===== config.mk =====
export PLATFORM = sky130hd
export DESIGN_NAME = tpl_link
export DESIGN_NICKNAME = d
export VERILOG_FILES = /design/src/verilog/tpl_pkg.sv /design/src/verilog/tpl_link.sv
export SDC_FILE = /design/constraint.sdc
export NUM_CORES = 1
export LEC_CHECK = 0
export BUFFER_PORTS_ARGS = -buffer_cell sky130_fd_sc_hd__buf_4
export CAP_MARGIN = 10
export CORE_ASPECT_RATIO = 2
export CORE_MARGIN = 3
export CORE_UTILIZATION = 40
export DETAILED_ROUTE_END_ITERATION = 6
export GPL_TIMING_DRIVEN = 0
export MAX_ROUTING_LAYER = met4
export PLACE_DENSITY = 0.69
export SYNTH_ARGS = -nofsm -noshare
export SYNTH_HDL_FRONTEND = slang
export SYNTH_SLANG_ARGS = --single-unit

===== constraint.sdc =====
create_clock -name clk_in -period 1.04 [get_ports clk_in]
set_clock_uncertainty 0.1 [all_clocks]
set_input_delay 0.208 -clock clk_in [delete_from_list [all_inputs] [get_ports clk_in]]
set_output_delay 0.208 -clock clk_in [all_outputs]
set_load 0.005 [all_outputs]

===== src/verilog/tpl_pkg.sv =====
// package for the timer channel pair linking block
package tpl_pkg;
   // register map (word addresses on the plain port)
   localparam logic [3:0]  ADDR_LINK_CFG   = 4'h0;  // channel_pair_link_config
   localparam logic [3:0]  ADDR_MODE_CTRL  = 4'h1;  // holds write_protect_disable
   localparam logic [3:0]  ADDR_PAIR_STAT  = 4'h2;  // per pair capture done status
   // per pair field offsets inside an 8-bit pair slice
   localparam int          F_LINK          = 0;     // combine
   localparam int          F_COMP          = 1;     // complement
   localparam int          F_DEMODE        = 2;     // dual edge mode enable
   localparam int          F_DEARM         = 3;     // dual edge arm
   localparam int          F_DT            = 4;     // deadtime enable
   localparam int          F_SYNC          = 5;     // value sync enable
   localparam int          F_FAULT         = 6;     // fault control enable
   localparam int          F_RSVD          = 7;     // reserved, reads zero
   localparam int          PAIR_W          = 8;     // bits per pair slice
   localparam int          NUM_PAIRS       = 4;     // pairs at channels 0,2,4,6
   localparam int          WPD_BIT         = 2;     // write_protect_disable in mode reg
   localparam logic [7:0]  PROT_MASK       = 8'h57; // fault, dt, demode, comp, link
   localparam logic [7:0]  RSVD_MASK       = 8'h80; // reserved bit of each slice
   localparam logic [31:0] LINK_RESET      = 32'h0000_0000;
   // register bus request
   typedef struct packed {
      logic [3:0]  addr;
      logic [31:0] wdata;
      logic        wr;
      logic        rd;
   } tpl_bus_t;
   // capture state of one pair
   typedef enum logic [1:0] {CAP_IDLE, CAP_WAIT_UPPER} tpl_cap_t;
endpackage : tpl_pkg


===== src/verilog/tpl_link.sv =====
// timer channel pair linking control, register port and pair output logic
// Contract
// - bit 24 combines channels six and seven
// - protected fields writable only with protection disabled
// - bit 23 reserved, always reads zero
// - bit 22 enables fault control pair four
// - bit 21 enables value sync pair four
// - bit 20 enables deadtime pair four
// - bit 19 arms dual edge capture pair four
// - arm ignored unless dual edge mode set
// - one-shot clears arm after upper capture
// - bit 18 enables dual edge mode pair four
// - complement inverts upper output, else equal
// - same fields for pairs 0,2,4,6
`timescale 1ns/100ps
module tpl_link
(
   input  wire logic                   clk_in,            // 10 MHz clock
   input  wire logic                   resetn_in,         // async reset, active low
   input  wire tpl_pkg::tpl_bus_t      bus_in,            // register request
   input  wire logic [3:0]             lower_pwm_in,      // lower channel pwm per pair
   input  wire logic [3:0]             lower_evt_in,      // lower channel capture event
   input  wire logic [3:0]             upper_evt_in,      // upper channel capture event
   input  wire logic [3:0]             one_shot_in,       // one-shot capture selected
   output logic [31:0]                 rdata_out,         // read data, cycle after strobe
   output logic [3:0]                  lower_out_out,     // lower channel output
   output logic [3:0]                  upper_out_out,     // upper channel output
   output logic [3:0]                  combined_out,      // pair combined
   output logic [3:0]                  fault_en_out,      // fault control enable
   output logic [3:0]                  sync_en_out,       // value sync enable
   output logic [3:0]                  deadtime_en_out,   // deadtime enable
   output logic [3:0]                  dual_mode_out,     // dual edge mode enable
   output logic [3:0]                  capture_out        // one-cycle capture pulse
);
   import tpl_pkg::*;

   // register state; the mode register is a single flop since only
   // write_protect_disable lives there in this block
   logic [31:0]    link_ff;      // channel_pair_link_config storage
   logic [31:0]    nxt_link;     // next value of the link register
   logic           wpd_ff;       // write_protect_disable
   logic [3:0]     cap_done_ff;  // upper capture taken (sticky status)
   tpl_cap_t       cap_st_ff [NUM_PAIRS];  // capture sequence per pair
   logic [3:0]     upper_hit;    // upper capture taken this cycle

   // slice of pair p from a register word
   function automatic logic [7:0] pair_slice(input logic [31:0] w, input int p);
      pair_slice = w[p*PAIR_W +: PAIR_W];
   endfunction : pair_slice

   // bus write to link register with protection masking
   // the loop repeats the same slice logic for every pair
   always_comb
   begin
      nxt_link = link_ff;
      // default: every field holds unless a write or a hardware clear touches it
      for (int p = 0; p < NUM_PAIRS; p++)
      begin
         logic [7:0] cur;
         logic [7:0] wr;
         logic [7:0] keep;
         cur  = pair_slice(link_ff, p);
         wr   = pair_slice(bus_in.wdata, p);
         // while protection is active the protected bits keep their old value
         keep = wpd_ff ? 8'h00 : PROT_MASK;
         // a link write replaces only the bits that are not kept
         if (bus_in.wr && bus_in.addr == ADDR_LINK_CFG)
         begin
            cur = (cur & keep) | (wr & ~keep);
         end
         // hardware clear of the arm wins over a same-cycle write: the capture is done
         if (upper_hit[p] && one_shot_in[p])
         begin
            cur[F_DEARM] = 1'b0;
         end
         // the reserved bit is forced low so no write can ever set it
         cur = cur & ~RSVD_MASK;
         nxt_link[p*PAIR_W +: PAIR_W] = cur;
      end
   end

   // link register storage
   // one flop word holds all four pair slices
   always_ff @(posedge clk_in or negedge resetn_in)
   begin
      if (!resetn_in)
         link_ff <= LINK_RESET;
      else
         link_ff <= nxt_link;
   end

   // mode register holding the protection disable
   // protection is active after reset, so a stray write cannot reconfigure a running pair
   always_ff @(posedge clk_in or negedge resetn_in)
   begin
      if (!resetn_in)
         wpd_ff <= 1'b0;
      else if (bus_in.wr && bus_in.addr == ADDR_MODE_CTRL)
         wpd_ff <= bus_in.wdata[WPD_BIT];
   end

   // per pair logic
   // every pair gets the same capture sequencer and output flops
   genvar g;
   generate
      for (g = 0; g < NUM_PAIRS; g++)
      begin : g_pair
         wire logic armed;  // arm only counts in dual edge mode
         assign armed = link_ff[g*PAIR_W+F_DEARM] & link_ff[g*PAIR_W+F_DEMODE];
         // upper capture only counts once the lower event has been seen
         assign upper_hit[g] = armed && cap_st_ff[g] == CAP_WAIT_UPPER && upper_evt_in[g];

         // dual edge sequence: lower event then upper event
         always_ff @(posedge clk_in or negedge resetn_in)
         begin
            if (!resetn_in)
               cap_st_ff[g] <= CAP_IDLE;
            else
            begin
               case (cap_st_ff[g])
                  CAP_IDLE:
                  begin
                     // wait for the lower channel event while armed
                     if (armed && lower_evt_in[g])
                        cap_st_ff[g] <= CAP_WAIT_UPPER;
                  end
                  CAP_WAIT_UPPER:
                  begin
                     // leave on the upper event or when software disarms the pair
                     if (!armed || upper_hit[g])
                        cap_st_ff[g] <= CAP_IDLE;
                  end
                  // unreachable encodings fall back to idle
                  default:
                     cap_st_ff[g] <= CAP_IDLE;
               endcase
            end
         end

         // capture pulse, done flag (set wins over read-clear) and outputs
         always_ff @(posedge clk_in or negedge resetn_in)
         begin
            if (!resetn_in)
            begin
               capture_out[g]     <= 1'b0;
               cap_done_ff[g]     <= 1'b0;
               lower_out_out[g]   <= 1'b0;
               upper_out_out[g]   <= 1'b0;
               combined_out[g]    <= 1'b0;
               fault_en_out[g]    <= 1'b0;
               sync_en_out[g]     <= 1'b0;
               deadtime_en_out[g] <= 1'b0;
               dual_mode_out[g]   <= 1'b0;
            end
            else
            begin
               // the pulse lags the upper event by one cycle
               capture_out[g] <= upper_hit[g];
               if (upper_hit[g])
                  cap_done_ff[g] <= 1'b1;
               else if (bus_in.rd && bus_in.addr == ADDR_PAIR_STAT)
                  cap_done_ff[g] <= 1'b0;
               // all outputs are flops, so the field outputs trail the register by one cycle
               lower_out_out[g]   <= lower_pwm_in[g];
               upper_out_out[g]   <= lower_pwm_in[g] ^ link_ff[g*PAIR_W+F_COMP];
               combined_out[g]    <= link_ff[g*PAIR_W+F_LINK];
               fault_en_out[g]    <= link_ff[g*PAIR_W+F_FAULT];
               sync_en_out[g]     <= link_ff[g*PAIR_W+F_SYNC];
               deadtime_en_out[g] <= link_ff[g*PAIR_W+F_DT];
               dual_mode_out[g]   <= link_ff[g*PAIR_W+F_DEMODE];
            end
         end
      end
   endgenerate

   // read data, valid the cycle after the strobe; unmapped reads zero
   // zero outside the read cycle keeps a bus mux in the parent simple
   always_ff @(posedge clk_in or negedge resetn_in)
   begin
      if (!resetn_in)
         rdata_out <= 32'h0000_0000;
      else if (bus_in.rd)
      begin
         case (bus_in.addr)
            ADDR_LINK_CFG:  rdata_out <= link_ff;
            ADDR_MODE_CTRL: rdata_out <= 32'(wpd_ff) << WPD_BIT;
            ADDR_PAIR_STAT: rdata_out <= {28'h0000000, cap_done_ff};
            default:        rdata_out <= 32'h0000_0000;
         endcase
      end
      else
         rdata_out <= 32'h0000_0000;
   end

   // checks
   // pair four, pair six and all-pair checks; the same slice logic serves every pair
   property p_rsvd_zero;
      @(posedge clk_in) disable iff (!resetn_in) link_ff[23] == 1'b0;
   endproperty
   a_rsvd_zero: assert property (p_rsvd_zero) else $error("reserved bit 23 set");

   property p_protect;
      @(posedge clk_in) disable iff (!resetn_in)
         !wpd_ff |=> (link_ff & {4{PROT_MASK}}) == ($past(link_ff) & {4{PROT_MASK}});
   endproperty
   a_protect: assert property (p_protect) else $error("protected field changed");

   property p_unprot_write;
      @(posedge clk_in) disable iff (!resetn_in)
         (bus_in.wr && bus_in.addr == ADDR_LINK_CFG && !upper_hit[2])
            |=> link_ff[21] == $past(bus_in.wdata[21]);
   endproperty
   a_unprot_write: assert property (p_unprot_write) else $error("sync enable not written");

   property p_comb6;
      @(posedge clk_in) disable iff (!resetn_in) ##1 combined_out[3] == $past(link_ff[24]);
   endproperty
   a_comb6: assert property (p_comb6) else $error("pair six combine mismatch");

   property p_fault4;
      @(posedge clk_in) disable iff (!resetn_in) ##1 fault_en_out[2] == $past(link_ff[22]);
   endproperty
   a_fault4: assert property (p_fault4) else $error("fault enable mismatch");

   property p_dt4;
      @(posedge clk_in) disable iff (!resetn_in) ##1 deadtime_en_out[2] == $past(link_ff[20]);
   endproperty
   a_dt4: assert property (p_dt4) else $error("deadtime enable mismatch");

   property p_arm_gate;
      @(posedge clk_in) disable iff (!resetn_in) !link_ff[18] |=> !capture_out[2];
   endproperty
   a_arm_gate: assert property (p_arm_gate) else $error("capture without mode");

   property p_oneshot;
      @(posedge clk_in) disable iff (!resetn_in) (upper_hit[2] && one_shot_in[2]) |=> !link_ff[19];
   endproperty
   a_oneshot: assert property (p_oneshot) else $error("arm not cleared");

   property p_comp;
      @(posedge clk_in) disable iff (!resetn_in)
         ##1 upper_out_out[2] == ($past(lower_pwm_in[2]) ^ $past(link_ff[17]));
   endproperty
   a_comp: assert property (p_comp) else $error("complement output wrong");

   // sync enable output follows bit 21 one cycle later
   property p_sync4;
      @(posedge clk_in) disable iff (!resetn_in) ##1 sync_en_out[2] == $past(link_ff[21]);
   endproperty
   a_sync4: assert property (p_sync4) else $error("sync enable mismatch");

   // dual edge mode output follows bit 18 one cycle later
   property p_mode4;
      @(posedge clk_in) disable iff (!resetn_in) ##1 dual_mode_out[2] == $past(link_ff[18]);
   endproperty
   a_mode4: assert property (p_mode4) else $error("dual edge mode mismatch");

   // lower outputs are a plain one cycle copy of the pwm levels
   property p_lower_copy;
      @(posedge clk_in) disable iff (!resetn_in) ##1 lower_out_out == $past(lower_pwm_in);
   endproperty
   a_lower_copy: assert property (p_lower_copy) else $error("lower output not a copy");

   // a capture pulse lasts one cycle only
   property p_cap_pulse;
      @(posedge clk_in) disable iff (!resetn_in) capture_out[2] |=> !capture_out[2];
   endproperty
   a_cap_pulse: assert property (p_cap_pulse) else $error("capture pulse too long");

   // a capture pulse needs an upper event in the cycle before
   property p_cap_after_upper;
      @(posedge clk_in) disable iff (!resetn_in) capture_out[2] |-> $past(upper_evt_in[2]);
   endproperty
   a_cap_after_upper: assert property (p_cap_after_upper) else $error("capture without upper event");

   // a taken capture always leaves the done flag set
   property p_cap_done;
      @(posedge clk_in) disable iff (!resetn_in) upper_hit[2] |=> cap_done_ff[2];
   endproperty
   a_cap_done: assert property (p_cap_done) else $error("capture done not set");

   // continuous capture keeps the arm bit
   property p_cont_keep;
      @(posedge clk_in) disable iff (!resetn_in) (upper_hit[2] && !one_shot_in[2] && !bus_in.wr) |=> link_ff[19];
   endproperty
   a_cont_keep: assert property (p_cont_keep) else $error("arm cleared in continuous mode");

   // with protection disabled a protected field takes the written value
   property p_wpd_open;
      @(posedge clk_in) disable iff (!resetn_in)
         (wpd_ff && bus_in.wr && bus_in.addr == ADDR_LINK_CFG) |=> link_ff[22] == $past(bus_in.wdata[22]);
   endproperty
   a_wpd_open: assert property (p_wpd_open) else $error("protected field not written");

   // the reserved bit reads back as zero
   property p_rd_rsvd;
      @(posedge clk_in) disable iff (!resetn_in) (bus_in.rd && bus_in.addr == ADDR_LINK_CFG) |=> rdata_out[23] == 1'b0;
   endproperty
   a_rd_rsvd: assert property (p_rd_rsvd) else $error("reserved bit read as one");

   // combine outputs of all pairs follow their own slice
   property p_link_pairs;
      @(posedge clk_in) disable iff (!resetn_in)
         ##1 combined_out == $past({link_ff[24], link_ff[16], link_ff[8], link_ff[0]});
   endproperty
   a_link_pairs: assert property (p_link_pairs) else $error("pair combine outputs mismatch");

   // fault enable outputs of all pairs follow their own slice
   property p_fault_pairs;
      @(posedge clk_in) disable iff (!resetn_in)
         ##1 fault_en_out == $past({link_ff[30], link_ff[22], link_ff[14], link_ff[6]});
   endproperty
   a_fault_pairs: assert property (p_fault_pairs) else $error("pair fault outputs mismatch");
endmodule : tpl_link


== After elaboration in Yosys (flattened, before gate mapping) ==
Index checks and enable logic that the tools add are counted.
Operators by class
  equality and inequality tests: 14
  mux-type cells: 28
  bitwise logic cells: 21
  reduce and logical (&&, ||, !) cells: 44
Operator list (count)
  $pmux 31 s3: 1
  $and 7x7->7: 8
  $mux 31: 1
  $or 7x7->7: 4
  $logic_and 1x1->1: 19
  $mux 2: 8
  $mux 4: 4
  $pmux 2 s2: 4
  $reduce_bool 2->1: 8
  $mux 1: 9
  $eq 2x1->1 const B: 4
  $logic_not 2->1: 4
  $ne 2x1->1 const B: 4
  $ne 2x2->1 const B: 4
  $reduce_and 2->1: 4
  $mux 7: 1
  $not 7->7: 1
  $and 1x1->1: 4
  $eq 4x1->1 const B: 1
  $eq 4x2->1 const B: 1
  $logic_not 1->1: 4
  $logic_not 4->1: 1
  $logic_or 1x1->1: 4
  $xor 1x1->1: 4
Storage, ports and cells
  word-level logic and storage cells: 154
  input bits: 56
  output and inout bits: 64
  register bits: 104

== Logic depth before layout (Yosys ltp) ==
  word-level depth: 6
  gate-level depth with buffers: 6
  mapped depth without buffers: 3

== Worst setup path before layout ==
OpenSTA, ideal clock, no wires.
  path type: in2reg
  start: input bus_in[35] (netlist bit)
  end: register with a tool-made name
  data required time: 0.815 ns
  cell stages on the path: 6
  buffers on the path: 3
  setup slack: -0.381 ns
  arrival time: 1.196 ns
  setup time: 0.125 ns
  path through: buf_2 > nor2b_1 > buf_2 > nand3_2 > buf_6 > mux2_4
RTL lines
  from (decl): line tpl_link.sv:20  | input wire tpl_pkg::tpl_bus_t bus_in,

==> out/metrics.sh <==
ROUTEDWLPERCELL_UM=15.9
HOLD-WORST-SLACK_NS=-0.307
SYNTH-SEQ-CELLS=97
PWR-SHARE-COMB_PCT=15.0
CRIT_PATH_END_KIND='register'
CTS.SINKS=97
COMPLEX_GATE_FRACTION_OF_THE_SYNTHESIZED_AREA_PCT=2.52
CTS_TREE='done'
LAYOUT_SETUP_WS_NS=-0.145
SYN2LAYOUT_AREA_GROWTH_PCT=51.7
DRT_DRC_VIOLATIONS_LEFT=0
STATIC-LEAKAGE-POWER_uW=0.00274
CRITICAL-PATH-TOP-DELAY-FAMILY='flip-flops'
YOSYS.AREA_SHARE.SIMPLE_PCT=9.76
FAILING_CHECKS='negative hold slack, negative setup slack'
NUMBER_OF_BUFFERS_ADDED_ON_PORTS=110
PLACED_CELL_AREA_UM2=4430
SYNTH_AREA_PER_CELL_UM2=16.0
DIE_H_UM=137
CTS_MAX_PATH_BUFFERS=2
ROW_COUNT=47
FIRST_ITER_VIOLATIONS=90
WORST-PATH-BUF-INV=1
FIN_NETS=419
DRTANTENNAVIOLNETS=0
REQUIRED_TIME_AT_THE_ENDPOINT_OF_THE_CRITICAL_PATH_NS=1.15
DRIVE_GT1_SHARE_PCT=48.5
HP-CLASS='in -> async'
FINALHOLDVIOLCOUNT=25
P_PER_AREA_nW_PER_UM2=1670
SETUP.REG_TO_REG.WORST_SLACK_NS=-0.14
SYNTH-SEQ-AREA-SHARE_PCT=70.9
ROUTE.FINAL.WIRE_LENGTH_UM=7350
CLK-INSERTION-DELAY-LATE_NS=0.33
VIASPERCELL=4.69
SLEW_VIOL_FINAL=0
POST_SYNTH_NUM_CELL_TYPES=27
YOSYS-MUX-AREA-FRACTION_PCT=12.8
GRT-OVFL-TOTAL=0
LARGEST_NET_DEGREE_AT_THE_START_OF_GLOBAL_ROUTING=98
CTS.ROOT.BUFFER_CELL='sky130_fd_sc_hd__clkbuf_16'
CRITPATHSLOWESTCELL='sky130_fd_sc_hd__dfrtp_1'
TOTALNEGATIVESETUPSLACK_NS=-10.33
ACHIEVABLE-FREQUENCY_GHz=0.844
NUM-FILL-CELLS=621
NETSWITCHINGFRACTION_PCT=21.9
POST_SYNTH_FA_HA_MAJ_AREA_FRACTION_PCT=0
FLOP_PWR_SHARE_PCT=52.1
GLOBAL_ROUTE_WIRE_LENGTH_BEFORE_REPAIR_UM=11700
CRIT_CHAIN='nand3_4, buf_12, mux2_4'
CELL_AREA_AFTER_TECHNOLOGY_MAPPING_UM2=3420
INITIAL_CORE_UTIL_PCT=41.3
H-TREE-DEPTH=3
DIEAREA_UM2=9770
HPWLAFTERDP_UM=5270
PRECTSSETUPSLACK_NS=-0.583
CRITICAL_PATH.REG2REG.STARTPOINT='wpd_ff'
TRACK_USAGE_PCT=16.5
CRITPATHLAUNCHTYPE='register'
NUM_IO_PINS=120
NUMBER_OF_GLOBAL_ROUTE_VIAS_BEFORE_REPAIR=2350
TIMING.FINAL.CRIT_SHARE_PCT=114
LAYOUT.CELL_AREA.NON_FILLER_UM2=5190
SYN_INST=214
REPORT.FINAL.SETUP_VIOL=109
DOMINANT_COMBINATIONAL_CELL_FAMILY_BY_AREA_AFTER_SYNTHESIS='multiplexers'
ROUTABILITYCONGESTION=0.828
TIMING_WORST_SETUP_PATH_TYPE='reg -> reg'
POWER.IR.VDD_WORST_uV=951
NUMBER_OF_CELLS_ON_THE_WORST_REG_TO_REG_PATH=3
OUTCOME='finished with violations'
CPPEAKSTAGEDELAY_NS=0.39
VIA_COUNT=2171
CP_MAX_FO=10
CTS.CLK_SLEW.WORST_PATHS_NS=0.06
RSZ0062_AT_GRT='yes'
AREA_USED_BY_MULTI_INPUT_COMBINATIONAL_LOGIC_UM2=942
ANTENNA_CELLS=0
SYNTH-XOR-AREA-SHARE_PCT=1.02
FP.DIEW_UM=71.4
CORE_AREA_UM2=8290
P_CLK_SHARE_PCT=32.9
SYNTH_WARNINGS=0
CRITICAL_PATH_ARRIVAL_NS=1.30
TIMING.MAX_CAP.VIOLATIONS=0
GRT_ANTENNA_BEFORE_REPAIR=0
FINAL-SEQ-AREA_UM2=2430
FINAL_PERIOD_MINUS_WORST_SETUP_SLACK_NS=1.18
DRT-PASS1-ITER-COUNT=4
NUMCTSBUFFERS=9
POWER.INTERNAL_uW=6790
SWITCHING_POWER_uW=1910
-- how the worst max path moves through the flow --
stage | slack (ns) | start | end | cells after the start
final | -0.14 | wpd_ff | register | 3
after global routing | -0.17 | wpd_ff | register | 3
after CTS | -0.15 | wpd_ff | register | 3
after detailed placement | -0.58 | bus_in[36] | rdata_out[5] | 5
after global placement | -0.57 | bus_in[36] | rdata_out[11] | 5
after floorplan | -0.30 | bus_in[35] | register | 6
-- power groups by stage --
stage          sequential, µW  combinational [µW]  clock, µW
2_1_floorplan            4510                 426          0
3_3_place_gp             4530                1050          0
3_5_place_dp             4560                1070          0
4_1_cts                  4530                1290       2940
5_1_grt                  4600                1410       3100
6_report                 4530                1300       2860
-- cell families (layout without fill, tap and decap cells) --
logic type,Yosys count,count (layout)
flip-flops,97,97
AND/OR/NAND/NOR,52,52
multiplexers,33,33
buffers and inverters,14,162
AO/OA/AOI/OAI,13,13
XOR/XNOR,4,4
other,1,4
-- final cells by class --
| class | count | share of cell area (%) |
|---|---|---|
| buffer | 10 | 2.31 |
| clock buffer | 12 | 4.75 |
| clock inverter | 1 | 0.0964 |
| inverter | 4 | 0.289 |
| multi-input combinational | 106 | 18.1 |
| sequential | 97 | 46.7 |
| tap | 98 | 2.36 |
| timing repair buffer | 135 | 25.3 |
-- placed cells by master (no fill, tap or decap) --
master,n
sky130_fd_sc_hd__dfrtp_1,97
sky130_fd_sc_hd__buf_6,64
sky130_fd_sc_hd__buf_4,60
sky130_fd_sc_hd__and2_1,21
sky130_fd_sc_hd__mux2_4,20
sky130_fd_sc_hd__dlygate4sd3_1,16
sky130_fd_sc_hd__clkbuf_16,9
sky130_fd_sc_hd__mux2i_1,8
sky130_fd_sc_hd__nand3_1,6
sky130_fd_sc_hd__and3_1,5
sky130_fd_sc_hd__mux2_2,5
sky130_fd_sc_hd__nor2_1,4
sky130_fd_sc_hd__and4_4,4
sky130_fd_sc_hd__xor2_1,4
sky130_fd_sc_hd__a21o_1,4
sky130_fd_sc_hd__inv_1,4
sky130_fd_sc_hd__a22oi_1,4
sky130_fd_sc_hd__conb_1,4
sky130_fd_sc_hd__buf_12,3
sky130_fd_sc_hd__and2_4,3
sky130_fd_sc_hd__o21ai_0,3
sky130_fd_sc_hd__nand2_1,2
sky130_fd_sc_hd__clkbuf_1,2
sky130_fd_sc_hd__or4b_4,1
sky130_fd_sc_hd__nor2_4,1
sky130_fd_sc_hd__o22ai_1,1
sky130_fd_sc_hd__nor3_4,1
sky130_fd_sc_hd__nor2b_1,1
sky130_fd_sc_hd__nand3_4,1
sky130_fd_sc_hd__or3_4,1
sky130_fd_sc_hd__nand2b_1,1
sky130_fd_sc_hd__o21ai_1,1
sky130_fd_sc_hd__clkinv_2,1
sky130_fd_sc_hd__clkbuf_8,1
sky130_fd_sc_hd__buf_8,1
sky130_fd_sc_hd__buf_16,1
-- through the flow --
| step | total power [µW] | instances | util [%] | hold slack [ns] |
|---|---|---|---|---|
| floorplan | 4940 | 217 | - | -0.188 |
| global placement | 5580 | 425 | 53.4 | 0.232 |
| detailed placement | 5640 | 425 | 53.4 | 0.234 |
| CTS | 8760 | 459 | 61.8 | 0.000433 |
| global route | 9110 | 463 | 62.6 | -0.296 |
| finish | 8690 | 463 | 62.6 | -0.307 |
-- cell usage after synthesis --
| library cell | count | area share [%] |
|---|---|---|
| sky130_fd_sc_hd__buf_4 | 4 | 0.88 |
| sky130_fd_sc_hd__buf_6 | 4 | 1.3 |
| sky130_fd_sc_hd__nor2_4 | 1 | 0.33 |
| sky130_fd_sc_hd__xor2_1 | 4 | 1.0 |
| sky130_fd_sc_hd__mux2i_1 | 8 | 2.3 |
| sky130_fd_sc_hd__nand3_2 | 1 | 0.29 |
| sky130_fd_sc_hd__a21o_1 | 4 | 0.88 |
| sky130_fd_sc_hd__nor3_2 | 1 | 0.29 |
| sky130_fd_sc_hd__and3_1 | 5 | 0.91 |
| sky130_fd_sc_hd__dfrtp_1 | 97 | 71 |
| sky130_fd_sc_hd__nor2b_1 | 1 | 0.18 |
| sky130_fd_sc_hd__a22oi_1 | 4 | 0.88 |
| sky130_fd_sc_hd__nand3_1 | 6 | 0.88 |
| sky130_fd_sc_hd__conb_1 | 1 | 0.11 |
| sky130_fd_sc_hd__nand2_1 | 2 | 0.22 |
| sky130_fd_sc_hd__and4_1 | 4 | 1.0 |
| sky130_fd_sc_hd__nor2_1 | 4 | 0.44 |
| sky130_fd_sc_hd__or3_2 | 1 | 0.22 |
| sky130_fd_sc_hd__mux2_4 | 20 | 8.8 |
| sky130_fd_sc_hd__o22ai_1 | 1 | 0.18 |
| sky130_fd_sc_hd__inv_1 | 4 | 0.44 |
| sky130_fd_sc_hd__o21ai_0 | 4 | 0.58 |
| sky130_fd_sc_hd__mux2_2 | 5 | 1.6 |
| sky130_fd_sc_hd__buf_2 | 2 | 0.29 |
| sky130_fd_sc_hd__and2_1 | 24 | 4.4 |
| sky130_fd_sc_hd__or4b_4 | 1 | 0.40 |
| sky130_fd_sc_hd__nand2b_1 | 1 | 0.18 |
-- per-layer routing --
layer,vias up,global-route usage (%),wire length [µm]
met4,0,9.41,318
met1,1066,17.3,2510
met2,79,28.3,4210
met3,21,3.24,316
met5,-,-,0
li1,1005,-,-
-- repair_timing --
| action | in CTS | in global routing |
|---|---|---|
| endpoints found under the setup margin | 115 | 113 |
| cloned | 1 | 0 |
| hold endpoints to repair | 19 | 26 |
| hold buffers | 15 | 1 |
| gates resized for setup | 69 | 6 |
| pin swaps | 3 | 0 |
| setup buffers | 5 | 2 |
(Power assumes the default switching activity.)
